===== src/pte_err_pkg.sv =====
`default_nettype none
package pte_err_pkg;

    ////////////////////////////////////////////////////////////////////////
    // Widths
    localparam int ADDR_W = 32;
    localparam int SYND_W = 8;
    localparam int REG_AW = 8;

    ////////////////////////////////////////////////////////////////////////
    // Register offsets
    localparam logic [REG_AW-1:0] OFS_PROC_STATUS = 8'h00;
    localparam logic [REG_AW-1:0] OFS_BUS_IF_STATUS = 8'h04;
    localparam logic [REG_AW-1:0] OFS_FILL_ADDR = 8'h08;
    localparam logic [REG_AW-1:0] OFS_FILL_SYND = 8'h0C;
    localparam logic [REG_AW-1:0] OFS_CONTROL = 8'h10;
    localparam logic [REG_AW-1:0] OFS_FRAME_PC = 8'h14;
    localparam logic [REG_AW-1:0] OFS_FRAME_SAVED = 8'h18;

    ////////////////////////////////////////////////////////////////////////
    // Field positions
    localparam int PS_PTE_READ_ERR_BIT = 0;
    localparam int PS_PTE_ERR_WR_BIT = 1;
    localparam int BS_FILL_ECC_BIT = 0;
    localparam int BS_IF_HARD_BIT = 1;
    localparam int BS_SECOND_FILL_BIT = 2;
    localparam int BS_SECOND_IF_BIT = 3;
    localparam int CTL_RETRY_EN_BIT = 0;

    ////////////////////////////////////////////////////////////////////////
    // Reset values
    localparam logic CTL_RETRY_EN_RST = 1'b1;
    localparam logic [ADDR_W-1:0] ADDR_RST = 32'h0000_0000;
    localparam logic [SYND_W-1:0] SYND_RST = 8'h00;

    ////////////////////////////////////////////////////////////////////////
    // Error report from the memory unit for one page-table-entry read
    typedef struct packed {
        logic fill_uncorrectable; // Multi-bit ECC error on fill data
        logic bcache_block_fill; // Fill from backup cache, block read or lock
        logic cache_ack_hard; // Cache acknowledge hard error
        logic ebox_ref; // Original reference from execution unit
        logic is_write; // Original reference is a write
        logic in_string_instr; // Inside an interruptible string instr
        logic ret_target_fetch; // Opcode fetch at return target, part done
    } pte_report_t;

    // Stack-frame counters
    typedef struct packed {
        logic [ADDR_W-1:0] pc;
        logic [ADDR_W-1:0] saved;
    } frame_t;

endpackage : pte_err_pkg
`default_nettype wire


===== src/pte_read_error_reporting.sv =====
// Our own choices: the plain strobed port and the placing of the registers.
`timescale 1ns/1ps
`default_nettype none
// Summary of operation
// - Unrecoverable PTE read error sets the PTE read error status flag.
// - Such an error aborts the translation-buffer miss in progress.
// - Execution-unit read reference: exactly one retry before machine check.
// - Retry forces the memory-fault routine that probes the address.
// - Probe error raises machine check; success restarts the stream.
// - A repeated error sets the lost-error bit of the holding register.
// - Write reference: set error-on-write flag, discard write data.
// - Write-case machine check is raised at once, not at a boundary.
// - String instruction: frame pc is next, saved counter is current.
// - Otherwise the saved counter is undefined; software must ignore it.
// - Return-target fetch with first part done: frame pc is the target.
// - Uncorrectable ECC fill latches fill address and syndrome.
// - Fill error counts only for backup-cache block or locked fills.
// - Cache-acknowledge hard error also posts a soft error interrupt.
module pte_read_error_reporting
    import pte_err_pkg::*;
(
    input wire logic i_core_clk,
    input wire logic i_reset,
    input wire logic i_pte_err,
    input wire pte_report_t i_report,
    input wire logic [ADDR_W-1:0] i_fill_addr,
    input wire logic [SYND_W-1:0] i_fill_syndrome,
    input wire logic [ADDR_W-1:0] i_cur_pc,
    input wire logic [ADDR_W-1:0] i_next_pc,
    input wire logic [ADDR_W-1:0] i_ret_target_pc,
    input wire logic i_probe_done,
    input wire logic i_instr_boundary,
    input wire logic [REG_AW-1:0] i_addr,
    input wire logic [31:0] i_wr_data,
    input wire logic i_wr_en,
    input wire logic i_rd_en,
    output logic [31:0] o_rd_data,
    output logic o_tb_miss_abort,
    output logic o_force_mm_fault,
    output logic o_machine_check,
    output logic o_restart_stream,
    output logic o_discard_write,
    output logic o_soft_error_irq,
    output frame_t o_frame
);

    ////////////////////////////////////////////////////////////////////////
    // Declarations
    typedef enum logic [1:0] {
        ST_IDLE,
        ST_PROBE_WAIT,
        ST_BOUNDARY_WAIT
    } state_t;

    state_t state_reg;
    state_t state_next;
    logic pte_read_error_flag;
    logic pte_error_on_write_flag;
    logic fill_ecc_flag;
    logic interface_hard_error_flag;
    logic second_fill_error_flag;
    logic second_interface_error_flag;
    logic retry_en_reg;
    logic [ADDR_W-1:0] fill_addr;
    logic [SYND_W-1:0] fill_synd;
    logic ecc_err;
    logic cack_err;
    logic err_event;
    logic start_event;
    logic go_probe;
    logic mchk_now;
    logic restart_now;
    logic [31:0] proc_status;
    logic [31:0] bus_if_status;

    // Write-one-to-clear strobe for one register bit
    function automatic logic w1c(input logic [REG_AW-1:0] ofs,
        input int bit_i);
        w1c = i_wr_en && (i_addr == ofs) && i_wr_data[bit_i];
    endfunction : w1c

    ////////////////////////////////////////////////////////////////////////
    // Error qualification
    assign ecc_err = i_report.fill_uncorrectable
        && i_report.bcache_block_fill;
    assign cack_err = i_report.cache_ack_hard;
    assign err_event = i_pte_err && (ecc_err || cack_err);
    assign start_event = err_event && (state_reg == ST_IDLE);
    assign go_probe = start_event && i_report.ebox_ref
        && !i_report.is_write && retry_en_reg;

    ////////////////////////////////////////////////////////////////////////
    // Sequencing of probe retry, stream restart and machine check
    always_comb begin
        state_next = state_reg;
        mchk_now = 1'b0;
        restart_now = 1'b0;
        case (state_reg)
            ST_IDLE: begin
                if (start_event) begin
                    if (i_report.is_write) begin
                        mchk_now = 1'b1;
                    end else if (go_probe) begin
                        state_next = ST_PROBE_WAIT;
                    end else begin
                        state_next = ST_BOUNDARY_WAIT;
                    end
                end
            end
            ST_PROBE_WAIT: begin
                if (err_event) begin
                    mchk_now = 1'b1;
                    state_next = ST_IDLE;
                end else if (i_probe_done) begin
                    restart_now = 1'b1;
                    state_next = ST_IDLE;
                end
            end
            ST_BOUNDARY_WAIT: begin
                if (i_instr_boundary) begin
                    mchk_now = 1'b1;
                    state_next = ST_IDLE;
                end
            end
            default: begin
                state_next = ST_IDLE;
            end
        endcase
    end

    // State register
    always_ff @(posedge i_core_clk or posedge i_reset) begin
        if (i_reset) begin
            state_reg <= ST_IDLE;
        end else begin
            state_reg <= state_next;
        end
    end

    ////////////////////////////////////////////////////////////////////////
    // Event pulses toward the memory and execution units
    always_ff @(posedge i_core_clk or posedge i_reset) begin
        if (i_reset) begin
            o_tb_miss_abort <= 1'b0;
            o_force_mm_fault <= 1'b0;
            o_machine_check <= 1'b0;
            o_restart_stream <= 1'b0;
            o_discard_write <= 1'b0;
            o_soft_error_irq <= 1'b0;
        end else begin
            o_tb_miss_abort <= err_event;
            o_force_mm_fault <= go_probe;
            o_machine_check <= mchk_now;
            o_restart_stream <= restart_now;
            o_discard_write <= err_event && i_report.is_write;
            o_soft_error_irq <= err_event && cack_err;
        end
    end

    ////////////////////////////////////////////////////////////////////////
    // Processor status flags, sticky, set wins over clear
    always_ff @(posedge i_core_clk or posedge i_reset) begin
        if (i_reset) begin
            pte_read_error_flag <= 1'b0;
            pte_error_on_write_flag <= 1'b0;
        end else begin
            if (err_event) begin
                pte_read_error_flag <= 1'b1;
            end else if (w1c(OFS_PROC_STATUS, PS_PTE_READ_ERR_BIT)) begin
                pte_read_error_flag <= 1'b0;
            end
            if (err_event && i_report.is_write) begin
                pte_error_on_write_flag <= 1'b1;
            end else if (w1c(OFS_PROC_STATUS, PS_PTE_ERR_WR_BIT)) begin
                pte_error_on_write_flag <= 1'b0;
            end
        end
    end

    // Bus interface status flags with lost-error bits
    always_ff @(posedge i_core_clk or posedge i_reset) begin
        if (i_reset) begin
            fill_ecc_flag <= 1'b0;
            interface_hard_error_flag <= 1'b0;
            second_fill_error_flag <= 1'b0;
            second_interface_error_flag <= 1'b0;
        end else begin
            if (err_event && ecc_err) begin
                fill_ecc_flag <= 1'b1;
            end else if (w1c(OFS_BUS_IF_STATUS, BS_FILL_ECC_BIT)) begin
                fill_ecc_flag <= 1'b0;
            end
            if (err_event && cack_err) begin
                interface_hard_error_flag <= 1'b1;
            end else if (w1c(OFS_BUS_IF_STATUS, BS_IF_HARD_BIT)) begin
                interface_hard_error_flag <= 1'b0;
            end
            if (err_event && ecc_err && fill_ecc_flag) begin
                second_fill_error_flag <= 1'b1;
            end else if (w1c(OFS_BUS_IF_STATUS, BS_SECOND_FILL_BIT)) begin
                second_fill_error_flag <= 1'b0;
            end
            if (err_event && cack_err && interface_hard_error_flag) begin
                second_interface_error_flag <= 1'b1;
            end else if (w1c(OFS_BUS_IF_STATUS, BS_SECOND_IF_BIT)) begin
                second_interface_error_flag <= 1'b0;
            end
        end
    end

    ////////////////////////////////////////////////////////////////////////
    // Fill address and syndrome capture, locked by the fill flag
    pte_fill_capture u_capture (
        .i_core_clk(i_core_clk),
        .i_reset(i_reset),
        .i_capture(err_event && ecc_err),
        .i_locked(fill_ecc_flag),
        .i_addr(i_fill_addr),
        .i_syndrome(i_fill_syndrome),
        .o_addr(fill_addr),
        .o_syndrome(fill_synd)
    );

    ////////////////////////////////////////////////////////////////////////
    // Machine-check frame counters taken at the first report
    always_ff @(posedge i_core_clk or posedge i_reset) begin
        if (i_reset) begin
            o_frame <= '0;
        end else if (start_event) begin
            if (i_report.ebox_ref && i_report.in_string_instr) begin
                o_frame.pc <= i_next_pc;
                o_frame.saved <= i_cur_pc;
            end else if (!i_report.ebox_ref && i_report.ret_target_fetch) begin
                o_frame.pc <= i_ret_target_pc;
                o_frame.saved <= ADDR_RST;
            end else begin
                o_frame.pc <= i_cur_pc;
                o_frame.saved <= ADDR_RST;
            end
        end
    end

    ////////////////////////////////////////////////////////////////////////
    // Control register
    always_ff @(posedge i_core_clk or posedge i_reset) begin
        if (i_reset) begin
            retry_en_reg <= CTL_RETRY_EN_RST;
        end else if (i_wr_en && i_addr == OFS_CONTROL) begin
            retry_en_reg <= i_wr_data[CTL_RETRY_EN_BIT];
        end
    end

    // Status words
    always_comb begin
        proc_status = '0;
        proc_status[PS_PTE_READ_ERR_BIT] = pte_read_error_flag;
        proc_status[PS_PTE_ERR_WR_BIT] = pte_error_on_write_flag;
        bus_if_status = '0;
        bus_if_status[BS_FILL_ECC_BIT] = fill_ecc_flag;
        bus_if_status[BS_IF_HARD_BIT] = interface_hard_error_flag;
        bus_if_status[BS_SECOND_FILL_BIT] = second_fill_error_flag;
        bus_if_status[BS_SECOND_IF_BIT] = second_interface_error_flag;
    end

    // Read data one cycle after the strobe, zero otherwise
    always_ff @(posedge i_core_clk or posedge i_reset) begin
        if (i_reset) begin
            o_rd_data <= 32'h0000_0000;
        end else if (i_rd_en) begin
            case (i_addr)
                OFS_PROC_STATUS: o_rd_data <= proc_status;
                OFS_BUS_IF_STATUS: o_rd_data <= bus_if_status;
                OFS_FILL_ADDR: o_rd_data <= fill_addr;
                OFS_FILL_SYND: o_rd_data <= {24'h00_0000, fill_synd};
                OFS_CONTROL: o_rd_data <= {31'h0000_0000, retry_en_reg};
                OFS_FRAME_PC: o_rd_data <= o_frame.pc;
                OFS_FRAME_SAVED: o_rd_data <= o_frame.saved;
                default: o_rd_data <= 32'h0000_0000;
            endcase
        end else begin
            o_rd_data <= 32'h0000_0000;
        end
    end

    ////////////////////////////////////////////////////////////////////////
    // Checks
    property p_flag_set;
        @(posedge i_core_clk) disable iff (i_reset)
        err_event |=> pte_read_error_flag && o_tb_miss_abort;
    endproperty
    a_flag_set: assert property (p_flag_set)
        else $error("PTE read error flag or abort missing");

    property p_abort_only_on_err;
        @(posedge i_core_clk) disable iff (i_reset)
        o_tb_miss_abort |-> $past(err_event);
    endproperty
    a_abort_only_on_err: assert property (p_abort_only_on_err)
        else $error("Miss abort without error");

    property p_single_probe;
        @(posedge i_core_clk) disable iff (i_reset)
        o_force_mm_fault |-> (state_reg == ST_PROBE_WAIT)
            ##1 !o_force_mm_fault;
    endproperty
    a_single_probe: assert property (p_single_probe)
        else $error("Probe forced without waiting for it");

    property p_probe_fail_mchk;
        @(posedge i_core_clk) disable iff (i_reset)
        (state_reg == ST_PROBE_WAIT && err_event) |=>
            o_machine_check && !o_restart_stream && state_reg == ST_IDLE;
    endproperty
    a_probe_fail_mchk: assert property (p_probe_fail_mchk)
        else $error("Repeated probe error gave no machine check");

    property p_lost_error;
        @(posedge i_core_clk) disable iff (i_reset)
        (err_event && cack_err && interface_hard_error_flag) |=>
            second_interface_error_flag;
    endproperty
    a_lost_error: assert property (p_lost_error)
        else $error("Lost error bit not set");

    property p_write_now;
        @(posedge i_core_clk) disable iff (i_reset)
        (start_event && i_report.is_write) |=>
            o_machine_check && o_discard_write && pte_error_on_write_flag;
    endproperty
    a_write_now: assert property (p_write_now)
        else $error("Write error not reported at once");

    property p_string_frame;
        @(posedge i_core_clk) disable iff (i_reset)
        (start_event && i_report.ebox_ref && i_report.in_string_instr) |=>
            o_frame.pc == $past(i_next_pc) && o_frame.saved == $past(i_cur_pc);
    endproperty
    a_string_frame: assert property (p_string_frame)
        else $error("String instruction frame counters wrong");

    property p_soft_irq;
        @(posedge i_core_clk) disable iff (i_reset)
        (err_event && cack_err) |=> o_soft_error_irq ##0 o_tb_miss_abort;
    endproperty
    a_soft_irq: assert property (p_soft_irq)
        else $error("Soft error interrupt not posted");

    property p_sticky;
        @(posedge i_core_clk) disable iff (i_reset)
        (pte_read_error_flag && !(i_wr_en && i_addr == OFS_PROC_STATUS
            && i_wr_data[PS_PTE_READ_ERR_BIT])) |=> pte_read_error_flag;
    endproperty
    a_sticky: assert property (p_sticky)
        else $error("Error flag dropped without clear");

endmodule : pte_read_error_reporting
`default_nettype wire


===== src/pte_fill_capture.sv =====
`timescale 1ns/1ps
`default_nettype none
module pte_fill_capture
    import pte_err_pkg::*;
(
    input wire logic i_core_clk,
    input wire logic i_reset,
    input wire logic i_capture,
    input wire logic i_locked,
    input wire logic [ADDR_W-1:0] i_addr,
    input wire logic [SYND_W-1:0] i_syndrome,
    output logic [ADDR_W-1:0] o_addr,
    output logic [SYND_W-1:0] o_syndrome
);

    ////////////////////////////////////////////////////////////////////////
    // First report is kept until software releases the lock
    always_ff @(posedge i_core_clk or posedge i_reset) begin
        if (i_reset) begin
            o_addr <= ADDR_RST;
            o_syndrome <= SYND_RST;
        end else if (i_capture && !i_locked) begin
            o_addr <= i_addr;
            o_syndrome <= i_syndrome;
        end
    end

endmodule : pte_fill_capture
`default_nettype wire


===== config.mk =====
export PLATFORM = sky130hd
export DESIGN_NAME = pte_read_error_reporting
export DESIGN_NICKNAME = d
export VERILOG_FILES = /design/src/pte_err_pkg.sv /design/src/pte_read_error_reporting.sv /design/src/pte_fill_capture.sv
export SDC_FILE = /design/constraint.sdc
export NUM_CORES = 1
export LEC_CHECK = 0
export BUFFER_PORTS_ARGS = -buffer_cell sky130_fd_sc_hd__buf_2
export CORE_MARGIN = 8
export CORE_UTILIZATION = 45
export CTS_CLUSTER_SIZE = 16
export DETAILED_ROUTE_END_ITERATION = 8
export PLACE_DENSITY = 0.84
export SLEW_MARGIN = 5
export SYNTH_ARGS = -nofsm -noshare
export SYNTH_HDL_FRONTEND = slang
export SYNTH_HIERARCHICAL = 1
export SYNTH_SLANG_ARGS = --single-unit

===== constraint.sdc =====
create_clock -name i_core_clk -period 10.2 [get_ports i_core_clk]
set_input_delay 1.02 -clock i_core_clk [delete_from_list [all_inputs] [get_ports i_core_clk]]
set_output_delay 1.02 -clock i_core_clk [all_outputs]
set_load 0.1 [all_outputs]

Word-level counts from Yosys, hierarchy flattened
Index checks and enable logic that the tools add are counted.

RAM bits: 0. Memories: 0. Register bits after elaboration: 151. Bits in latches: 0. Word-level logic and storage cells: 98. Output and inout port bits: 102. ROM bits: 0.

Multipliers: 0. Div/mod/pow operators: 0. Bitwise logic cells: 0. Reduce and logical (&&, ||, !) cells: 36. Shift operators: 0. Equality and inequality tests: 12. Mux-type cells: 31. Order comparisons: 0. $add $sub $neg: 0.

Operator list (count): 32-bit case mux with 7 select lines (1); 64-bit 2-to-1 mux (2); 32-bit 2-to-1 mux (1); 8-bit by 5-bit equality test with 1-bit output, second input constant (3); 1-bit logical AND (23); 1-bit 2-to-1 mux (19); 8-bit by 4-bit equality test with 1-bit output, second input constant (2); 2-bit 2-to-1 mux (6); 2-bit nonzero test (6); 8-bit by 3-bit equality test with 1-bit output, second input constant (1); 8-bit logical NOT (1); 2-bit inequality test, second input constant (3); 2-bit case mux with 3 select lines (1); 4-bit AND reduction (1); 1-bit logical NOT (3); 3-bit inequality test, second input constant (1); 1-bit case mux with 3 select lines (1); 2-bit by 1-bit equality test with 1-bit output, second input constant (1); 2-bit equality test, second input constant (1); 2-bit logical NOT (1); 1-bit logical OR (1).

Logic depth before layout (Yosys ltp)
Gate-level depths: netlist of the first run.

Depth in word-level cells: 11. Depth in mapped cells: 7. Gate-level depth less buffers: 5.

By module
Netlist of the first run, hierarchy kept.

By module, submodules not included: pte_read_error_reporting (cells each 487, area each 5776.8 um2, instances 1); pte_fill_capture (cells each 86, area each 1535.2 um2, instances 1).

Worst setup path after synthesis of the first run
Ideal clock, no wire load.

Kind: in2reg. From: input port i_report[6] (netlist name). To: register o_frame[10] (netlist name). Library setup time: 0.126 ns. Buffers on the path: 2. Arrival time: 2.128 ns. Data required time: 10.074 ns. Path slack: 7.947 ns. Stages on the path: 6. Cells stage by stage: and2_1 o21ai_2 or3_1 buf_6 buf_6 mux2_4.

Cells in the longest elaborated chain, start to end: 4.

RTL lines: start: declaration (line pte_read_error_reporting.sv:25) `input wire pte_report_t i_report,`; 1-bit logical AND (line pte_read_error_reporting.sv:85) `&& i_report.bcache_block_fill;`; 1-bit logical OR (line pte_read_error_reporting.sv:87) `assign err_event = i_pte_err && (ecc_err || cack_err);`; 1-bit logical AND (line pte_read_error_reporting.sv:87); 1-bit logical AND (line pte_read_error_reporting.sv:88) `assign start_event = err_event && (state_reg == ST_IDLE);`; end: declaration (line pte_read_error_reporting.sv:44) `output frame_t o_frame`.

No other way between the ends. A chain may end at the register's enable or synchronous reset.

Worst setup path after layout of the first run
From: input port i_report[3] (netlist name). To: register o_frame[53] (netlist name).

Cells in the longest elaborated chain, start to end: 4. Elaborated cells on any way between the ends: 5.

RTL lines: 1-bit logical NOT (line pte_read_error_reporting.sv:233) `end else if (!i_report.ebox_ref && i_report.ret_target_fetch) begin`; 1-bit logical AND (line pte_read_error_reporting.sv:233); 64-bit 2-to-1 mux (line pte_read_error_reporting.sv:233); 64-bit 2-to-1 mux (*) (line pte_read_error_reporting.sv:230) `if (i_report.ebox_ref && i_report.in_string_instr) begin`.

Every way passes the cells marked *; elsewhere a longest branch is shown, timed or not.

==> results.md, run 1 <==
* Status: finished, final reports clean
* Critical Path Start Type: input pin
* Clock tree from TritonCTS: yes
* Post-DR vias/cell at 5.40
* Element type at the critical path end: register
* Internal power at 1.18 mW
* Number of DRC markers in iteration 0 at 252
* Reported max-cap violation count at 0
* Path length in cells of the critical path at 6
* Power share of the clock group at 29.6%
* Proportion of synthesized chip area in sequential cells at 51.7%
* Final HPWL from detailed placement at 15600 um
* Hold Fails Final Rpt at 0
* Core region area at 15900 um^2
* Startpoint of the tightest hold check path: u_capture/o_addr[18]
* Worst slew margin relative to its limit at 26.0%
* Worst reg-to-reg setup slack at 8000 ps
* Actual slew at the worst max-slew pin at 1110 ps
* Reported net switching power at 0.786 mW
* Setup clock skew after layout at 12.6 ps
* Kind of critical path: in2reg
* Most common library cell in the layout ignoring fill and taps: buf_2
* Share of the synthesized area in the top cell type at 51.3%
* Synthesized area per cell at 12.8 um^2
* Unrepaired setup endpoints after global routing: false
* Worst r2r src: state_reg[1]
* Launch point of the critical path: i_report[3]
* CP Data Required Time at 10500 ps
* Worst supply voltage drop on vdd at 0.152 mV
* Total Neg Setup Slack at 0 ps
* Maximum buffer depth of the clock tree at 2
* Most used DFF post-synth: dfrtp_1
* Wire length reported by the detailed router at 21700 um
* Buffer count from post-CTS setup fixing at 0
* Post-synthesis to final-layout area growth at 26.6%
* CTS Buf Count at 17
* Cell with the biggest individual delay on the critical path: nand2b_2
* Synthesis warning total at 6
* Setup slack of the critical path after layout at 7160 ps
* Clock transition at path regs at 60 ps
* Clock latency reported for the late side of the worst-skew pair at 420 ps
* Worst min-delay path class: reg2reg
* Final #Nets at 1010
* FFs w/ async S/R, synth at 100%
* Logic gate share of total power at 32.4%
* CTS Hold Bufs at 0
* Proportion of layout cells with a drive suffix above 1 at 51.1%
* CP Cell Sequence: buf_2 > nand2b_2 > buf_4 > mux2i_1 > a21oi_1 > mux2_2
* Number of different library cells in the post-synthesis netlist at 42
* Die Area at 20600 um^2
* Top cells by area, synth: dfrtp_1 (51%), mux2_4 (11%), mux2_2 (8.8%), mux2i_1 (5.2%), and3_1 (3.0%)
* Via count of the first global-routing pass at 6007
* Post-synthesis sequential element count at 151
* Largest register by flop count: o_frame
* Most frequent cells in the layout: buf_2 (263), dfrtp_1 (150), mux2_2 (57)
* Overflow after GRT at 0
* Total power per unit cell area at 212 nW/um^2
* Starting density of the core at 46.0%
* Post-Syn Nets at 763
* Synthesized cell area at 7310 um^2
* CP Capture Point: o_frame[53]
* Worst-case reg-to-reg path depth at 3
* Number of flip-flops in the largest register at 64
* Post-synthesis instance total at 573
* WP data arrival at 3340 ps
* Pin count of the biggest net entering global routing at 59
* Post-Place Setup Slack at 6690 ps
* Number of detailed-routing iterations run before antenna repair at 4
* Buffer and inverter count on the worst path at 2
* Number of cell rows at 46
* Switching part of the total at 40.0%
* Library cell with the largest summed area after synthesis: dfrtp_1
* Final Slew Violations at 0
* Max frequency at 0.329 GHz
* Fin crit period at 3040 ps
* Crit Path Max Fanout at 36
* Average wire per standard cell at 20.6 um
* CP max stage delay at 680 ps
* Fill cell count at 1350
* CTS resizes at 0
* Root buffer cell: clkbuf_16
* Standby leakage power at 4.84 nW
* Height of the die at 143 um
* Final number of setup-violating endpoints at 0
* Relative contribution of sequential cells to total power at 38.0%
* H-Tree Level Count at 4
* Number of primary I/O pins at 292
* Global-route wire length before repair at 33500 um
* Worst reg2reg path endpoint: o_frame[52]
* Number of synthesized flops with an enable pin at 0
* Count of antenna diodes in the layout at 0
* Port Buf Inserts at 263
* Width of the die at 143 um
* Via count at 5660
* Total GRT Usage at 21.3%
* Antenna Nets Post-Route at 0
* Number of antenna violations at the first check in global routing at 0
* Clock Sinks at 151
* Leading registers by flop count: o_frame (64), o_rd_data (32), u_capture/o_addr (32)
* Global placer's final weighted congestion at 0.856
* DRC errors left at 0
* Final worst path period share at 29.8%
* Largest delay contributor family on the critical path: buffers and inverters
## kinds of logic (layout without fill, tap and decap cells)
group,count (synthesis),in the layout,synth area share (%)
flip-flops,151,151,51.7
AO/OA/AOI/OAI,106,106,9.92
AND/OR/NAND/NOR,121,121,9.39
multiplexers,148,148,25.0
buffers and inverters,47,307,4.02
## metal layers
metal  GRT usage (%)  share of wire, %
met1            25.5                40
met2            36.0                49
met3            5.61               8.4
met4            8.08               2.0
met5               0                 0
## how the worst min path moves through the flow
stage,endpoint,slack (ps),cells after the start
after floorplan,pte_error_on_write_flag,440,1
after global placement,o_rd_data[14],460,1
after detailed placement,o_rd_data[16],470,1
after CTS,o_rd_data[27],480,1
after global routing,o_rd_data[18],500,1
final,o_rd_data[18],480,1
## cell usage after synthesis (all sizes together) (2+ instances only)
library cell / number
nand2: 13
nor4b: 2
o2bb2ai: 25
inv: 3
nand4: 4
a21oi: 38
nand3: 7
a21o: 4
mux2: 109
and3: 35
a22oi: 28
clkbuf: 21
mux2i: 38
nor3: 2
buf: 23
nand2b: 2
or3: 2
a22o: 2
nand3b: 9
and2: 3
o22ai: 2
nor2: 37
dfrtp: 150
o21ai: 4
## per-stage QoR
step / area (um^2) / utilization (%) / power [mW] / hold WS, ps / cells
6_report: 9260 / 58.3 / 1.97 / 477 / 1049
5_1_grt: 9260 / 58.3 / 2.04 / 498 / 1049
4_1_cts: 9260 / 58.3 / 1.98 / 482 / 1049
3_5_place_dp: 8710 / 54.8 / 1.40 / 470 / 1017
3_3_place_gp: 8710 / 54.8 / 1.38 / 459 / 1017
2_1_floorplan: 7310 / - / 1.26 / 445 / 573
## final cells by class
class,count,area [um^2],area share [%]
Clock buffer,20,457,4.93
Clock inverter,12,90.1,0.973
Inverter,3,13.8,0.149
Multi-Input combinational cell,375,3260,35.2
Sequential cell,151,3780,40.8
Tap cell,216,270,2.92
Timing Repair Buffer,272,1380,14.9
## power by group through the flow
stage	logic (mW)	clock network [mW]	registers [mW]
3_5_place_dp	0.640	0	0.757
4_1_cts	0.641	0.594	0.746
3_3_place_gp	0.633	0	0.751
5_1_grt	0.663	0.617	0.759
6_report	0.637	0.581	0.747
2_1_floorplan	0.173	0	1.09
(Power assumes the default switching activity.)
==> run 2: changes to the inputs <==
==> constraint.sdc (replaced) <==
create_clock -name i_core_clk -period 3 [get_ports i_core_clk]
set_input_delay 0.3 -clock i_core_clk [delete_from_list [all_inputs] [get_ports i_core_clk]]
set_output_delay 0.3 -clock i_core_clk [all_outputs]
set_load 0.1 [all_outputs]
==> results.md, run 2 (synthesized netlist as in run 1, its figures left out) <==
* DRC errors left at 0 (unchanged)
* Pin count of the biggest net entering global routing at 47 (-20%)
* Average wire per standard cell at 21.3 um (+3.3%)
* Standby leakage power at 4.91 nW (+1.4%)
* Wire length reported by the detailed router at 22600 um (+4.2%)
* Post-synthesis to final-layout area growth at 28.8%
* Worst supply voltage drop on vdd at 0.561 mV (+270%)
* Kind of critical path: reg2reg
* CTS resizes at 0 (unchanged)
* Port Buf Inserts at 263 (unchanged)
* Number of detailed-routing iterations run before antenna repair at 4 (unchanged)
* Power share of the clock group at 31.1% (+1.5 points)
* Worst slew margin relative to its limit at 35.4% (+9.4 points)
* Die Area at 20600 um^2 (unchanged)
* Maximum buffer depth of the clock tree at 2 (unchanged)
* Final number of setup-violating endpoints at 0 (unchanged)
* Overflow after GRT at 0 (unchanged)
* Final worst path period share at 61.1%
* Width of the die at 143 um (unchanged)
* Logic gate share of total power at 31.9% (-0.5 points)
* Unrepaired setup endpoints after global routing: false
* Count of antenna diodes in the layout at 0 (unchanged)
* Proportion of layout cells with a drive suffix above 1 at 51.5% (+0.40 points)
* Relative contribution of sequential cells to total power at 37.1% (-0.9 points)
* Number of standard cells in the final layout excluding fillers at 1058 (+0.86%)
* Height of the die at 143 um (unchanged)
* CTS Hold Bufs at 0 (unchanged)
* Actual slew at the worst max-slew pin at 968 ps (-138 ps)
* Buffer count from post-CTS setup fixing at 0 (unchanged)
* Hold Fails Final Rpt at 0 (unchanged)
* Crit Path Max Fanout at 22 (-39%)
* Number of primary I/O pins at 292 (unchanged)
* Final #Nets at 1019 (+0.89%)
* Number of cell rows at 46 (unchanged)
* Clock tree from TritonCTS: yes
* Post-DR vias/cell at 5.52 (+2.3%)
* Critical Path Start Type: register
* CTS Buf Count at 17 (unchanged)
* Most common library cell in the layout ignoring fill and taps: buf_2
* Reported max-cap violation count at 0 (unchanged)
* Total Neg Setup Slack at 0 ps (unchanged)
* Total GRT Usage at 21.9% (+0.62 points)
* Total power per unit cell area at 730 nW/um^2 (+240%)
* Number of DRC markers in iteration 0 at 250 (-0.79%)
* Root buffer cell: clkbuf_16
* Fill cell count at 1290 (-4.4%)
* Reported net switching power at 2.70 mW (+240%)
* Clock latency reported for the late side of the worst-skew pair at 420 ps (about the same)
* Setup clock skew after layout at 13.7 ps (+1.03 ps)
* Max frequency at 0.546 GHz
* CP Data Required Time at 3290 ps (-7210 ps)
* Via count of the first global-routing pass at 6349 (+5.7%)
* Largest register by flop count: o_frame
* Core region area at 15900 um^2 (unchanged)
* Clock Sinks at 151 (unchanged)
* Placed cell count at 1026 (+0.88%)
* Via count at 5840 (+3.2%)
* Total Power at 6.88 mW (+250%)
* Internal power at 4.17 mW (+250%)
* Number of flip-flops in the largest register at 64 (unchanged)
* Fin crit period at 1830 ps
* Element type at the critical path end: register
* H-Tree Level Count at 4 (unchanged)
* Final HPWL from detailed placement at 16200 um (+3.9%)
* Worst min-delay path class: in2async
* Number of antenna violations at the first check in global routing at 0 (unchanged)
* Clock transition at path regs at 60 ps (about the same)
* Starting density of the core at 46.0% (unchanged)
* Global-route wire length before repair at 34500 um (+2.9%)
* WP data arrival at 2130 ps (-1210 ps)
* Status: finished, final reports clean
* Layout Utilization at 59.3% (+1.0 points)
* Final Slew Violations at 0 (unchanged)
* Most frequent cells in the layout: buf_2 (263), dfrtp_1 (150), mux2_2 (57)
* Switching part of the total at 39.3% (-0.69 points)
* Leading registers by flop count: o_frame (64), o_rd_data (32), u_capture/o_addr (32)
* Antenna Nets Post-Route at 0 (unchanged)
* Global placer's final weighted congestion at 0.844 (-1.5%)
-- run 2: changes by cell type in the layout (fill, tap and decap cells not counted), sizes merged --
| cell | delta |
|---|---|
| bufinv | +2 |
| clkinv | -2 |
| buf | +9 |
| inv | -2 |
| clkinvlp | +2 |
-- run 2: path summary, 6_finish.rpt --
path                                 startpoint                      end  slack, ps  cells after the start
max in group asynchronous               i_reset            fill_ecc_flag       2110                      3
min reg2reg                u_capture/o_addr[10]            o_rd_data[10]        480                      1
max reg2reg                       fill_ecc_flag  u_capture/o_syndrome[5]       1170                      3
max                               fill_ecc_flag  u_capture/o_syndrome[5]       1170                      3
min                                     i_reset              o_frame[62]         60                      2
min in group i_core_clk             i_report[2]         o_force_mm_fault        100                      2
-- run 2: per-layer routing --
layer  part of all wire, %  global-route usage, %
met5                     0                      0
met2                    50                   38.3
met1                    39                   24.8
met4                   1.8                   6.75
met3                   9.1                   7.27
-- run 2: power by group through the flow --
stage                     logic (mW)  clock network, mW  registers [mW]
after floorplan                0.590                  0            3.69
after global placement          2.17                  0            2.56
after detailed placement        2.20                  0            2.58
after CTS                       2.20               2.17            2.55
after global routing            2.28               2.26            2.58
final                           2.19               2.14            2.55
-- run 2: area by class of cell --
cell class	count	area [um^2]	area share (%)
clock inverter	12	143	1.51
multi-input combinational	375	3260	34.6
inverter	3	15.0	0.159
clock buffer	20	447	4.74
sequential	151	3780	40.1
tap	216	270	2.87
timing repair buffer	281	1500	15.9
-- run 2: metrics by stage --
stage	setup WS, ps	instance area [um^2]	hold WS (ps)
2_1_floorplan	1360	7320	373
3_3_place_gp	1010	8830	460
3_5_place_dp	978	8830	468
4_1_cts	1180	9420	75.6
5_1_grt	1130	9420	89.0
6_report	1170	9420	61.4
-- run 2: worst max-delay path: stages, from the launching register on --
cell and delay (ps):
dfrtp_1 430, nor2b_4 620, buf_12 270, mux2_2 360
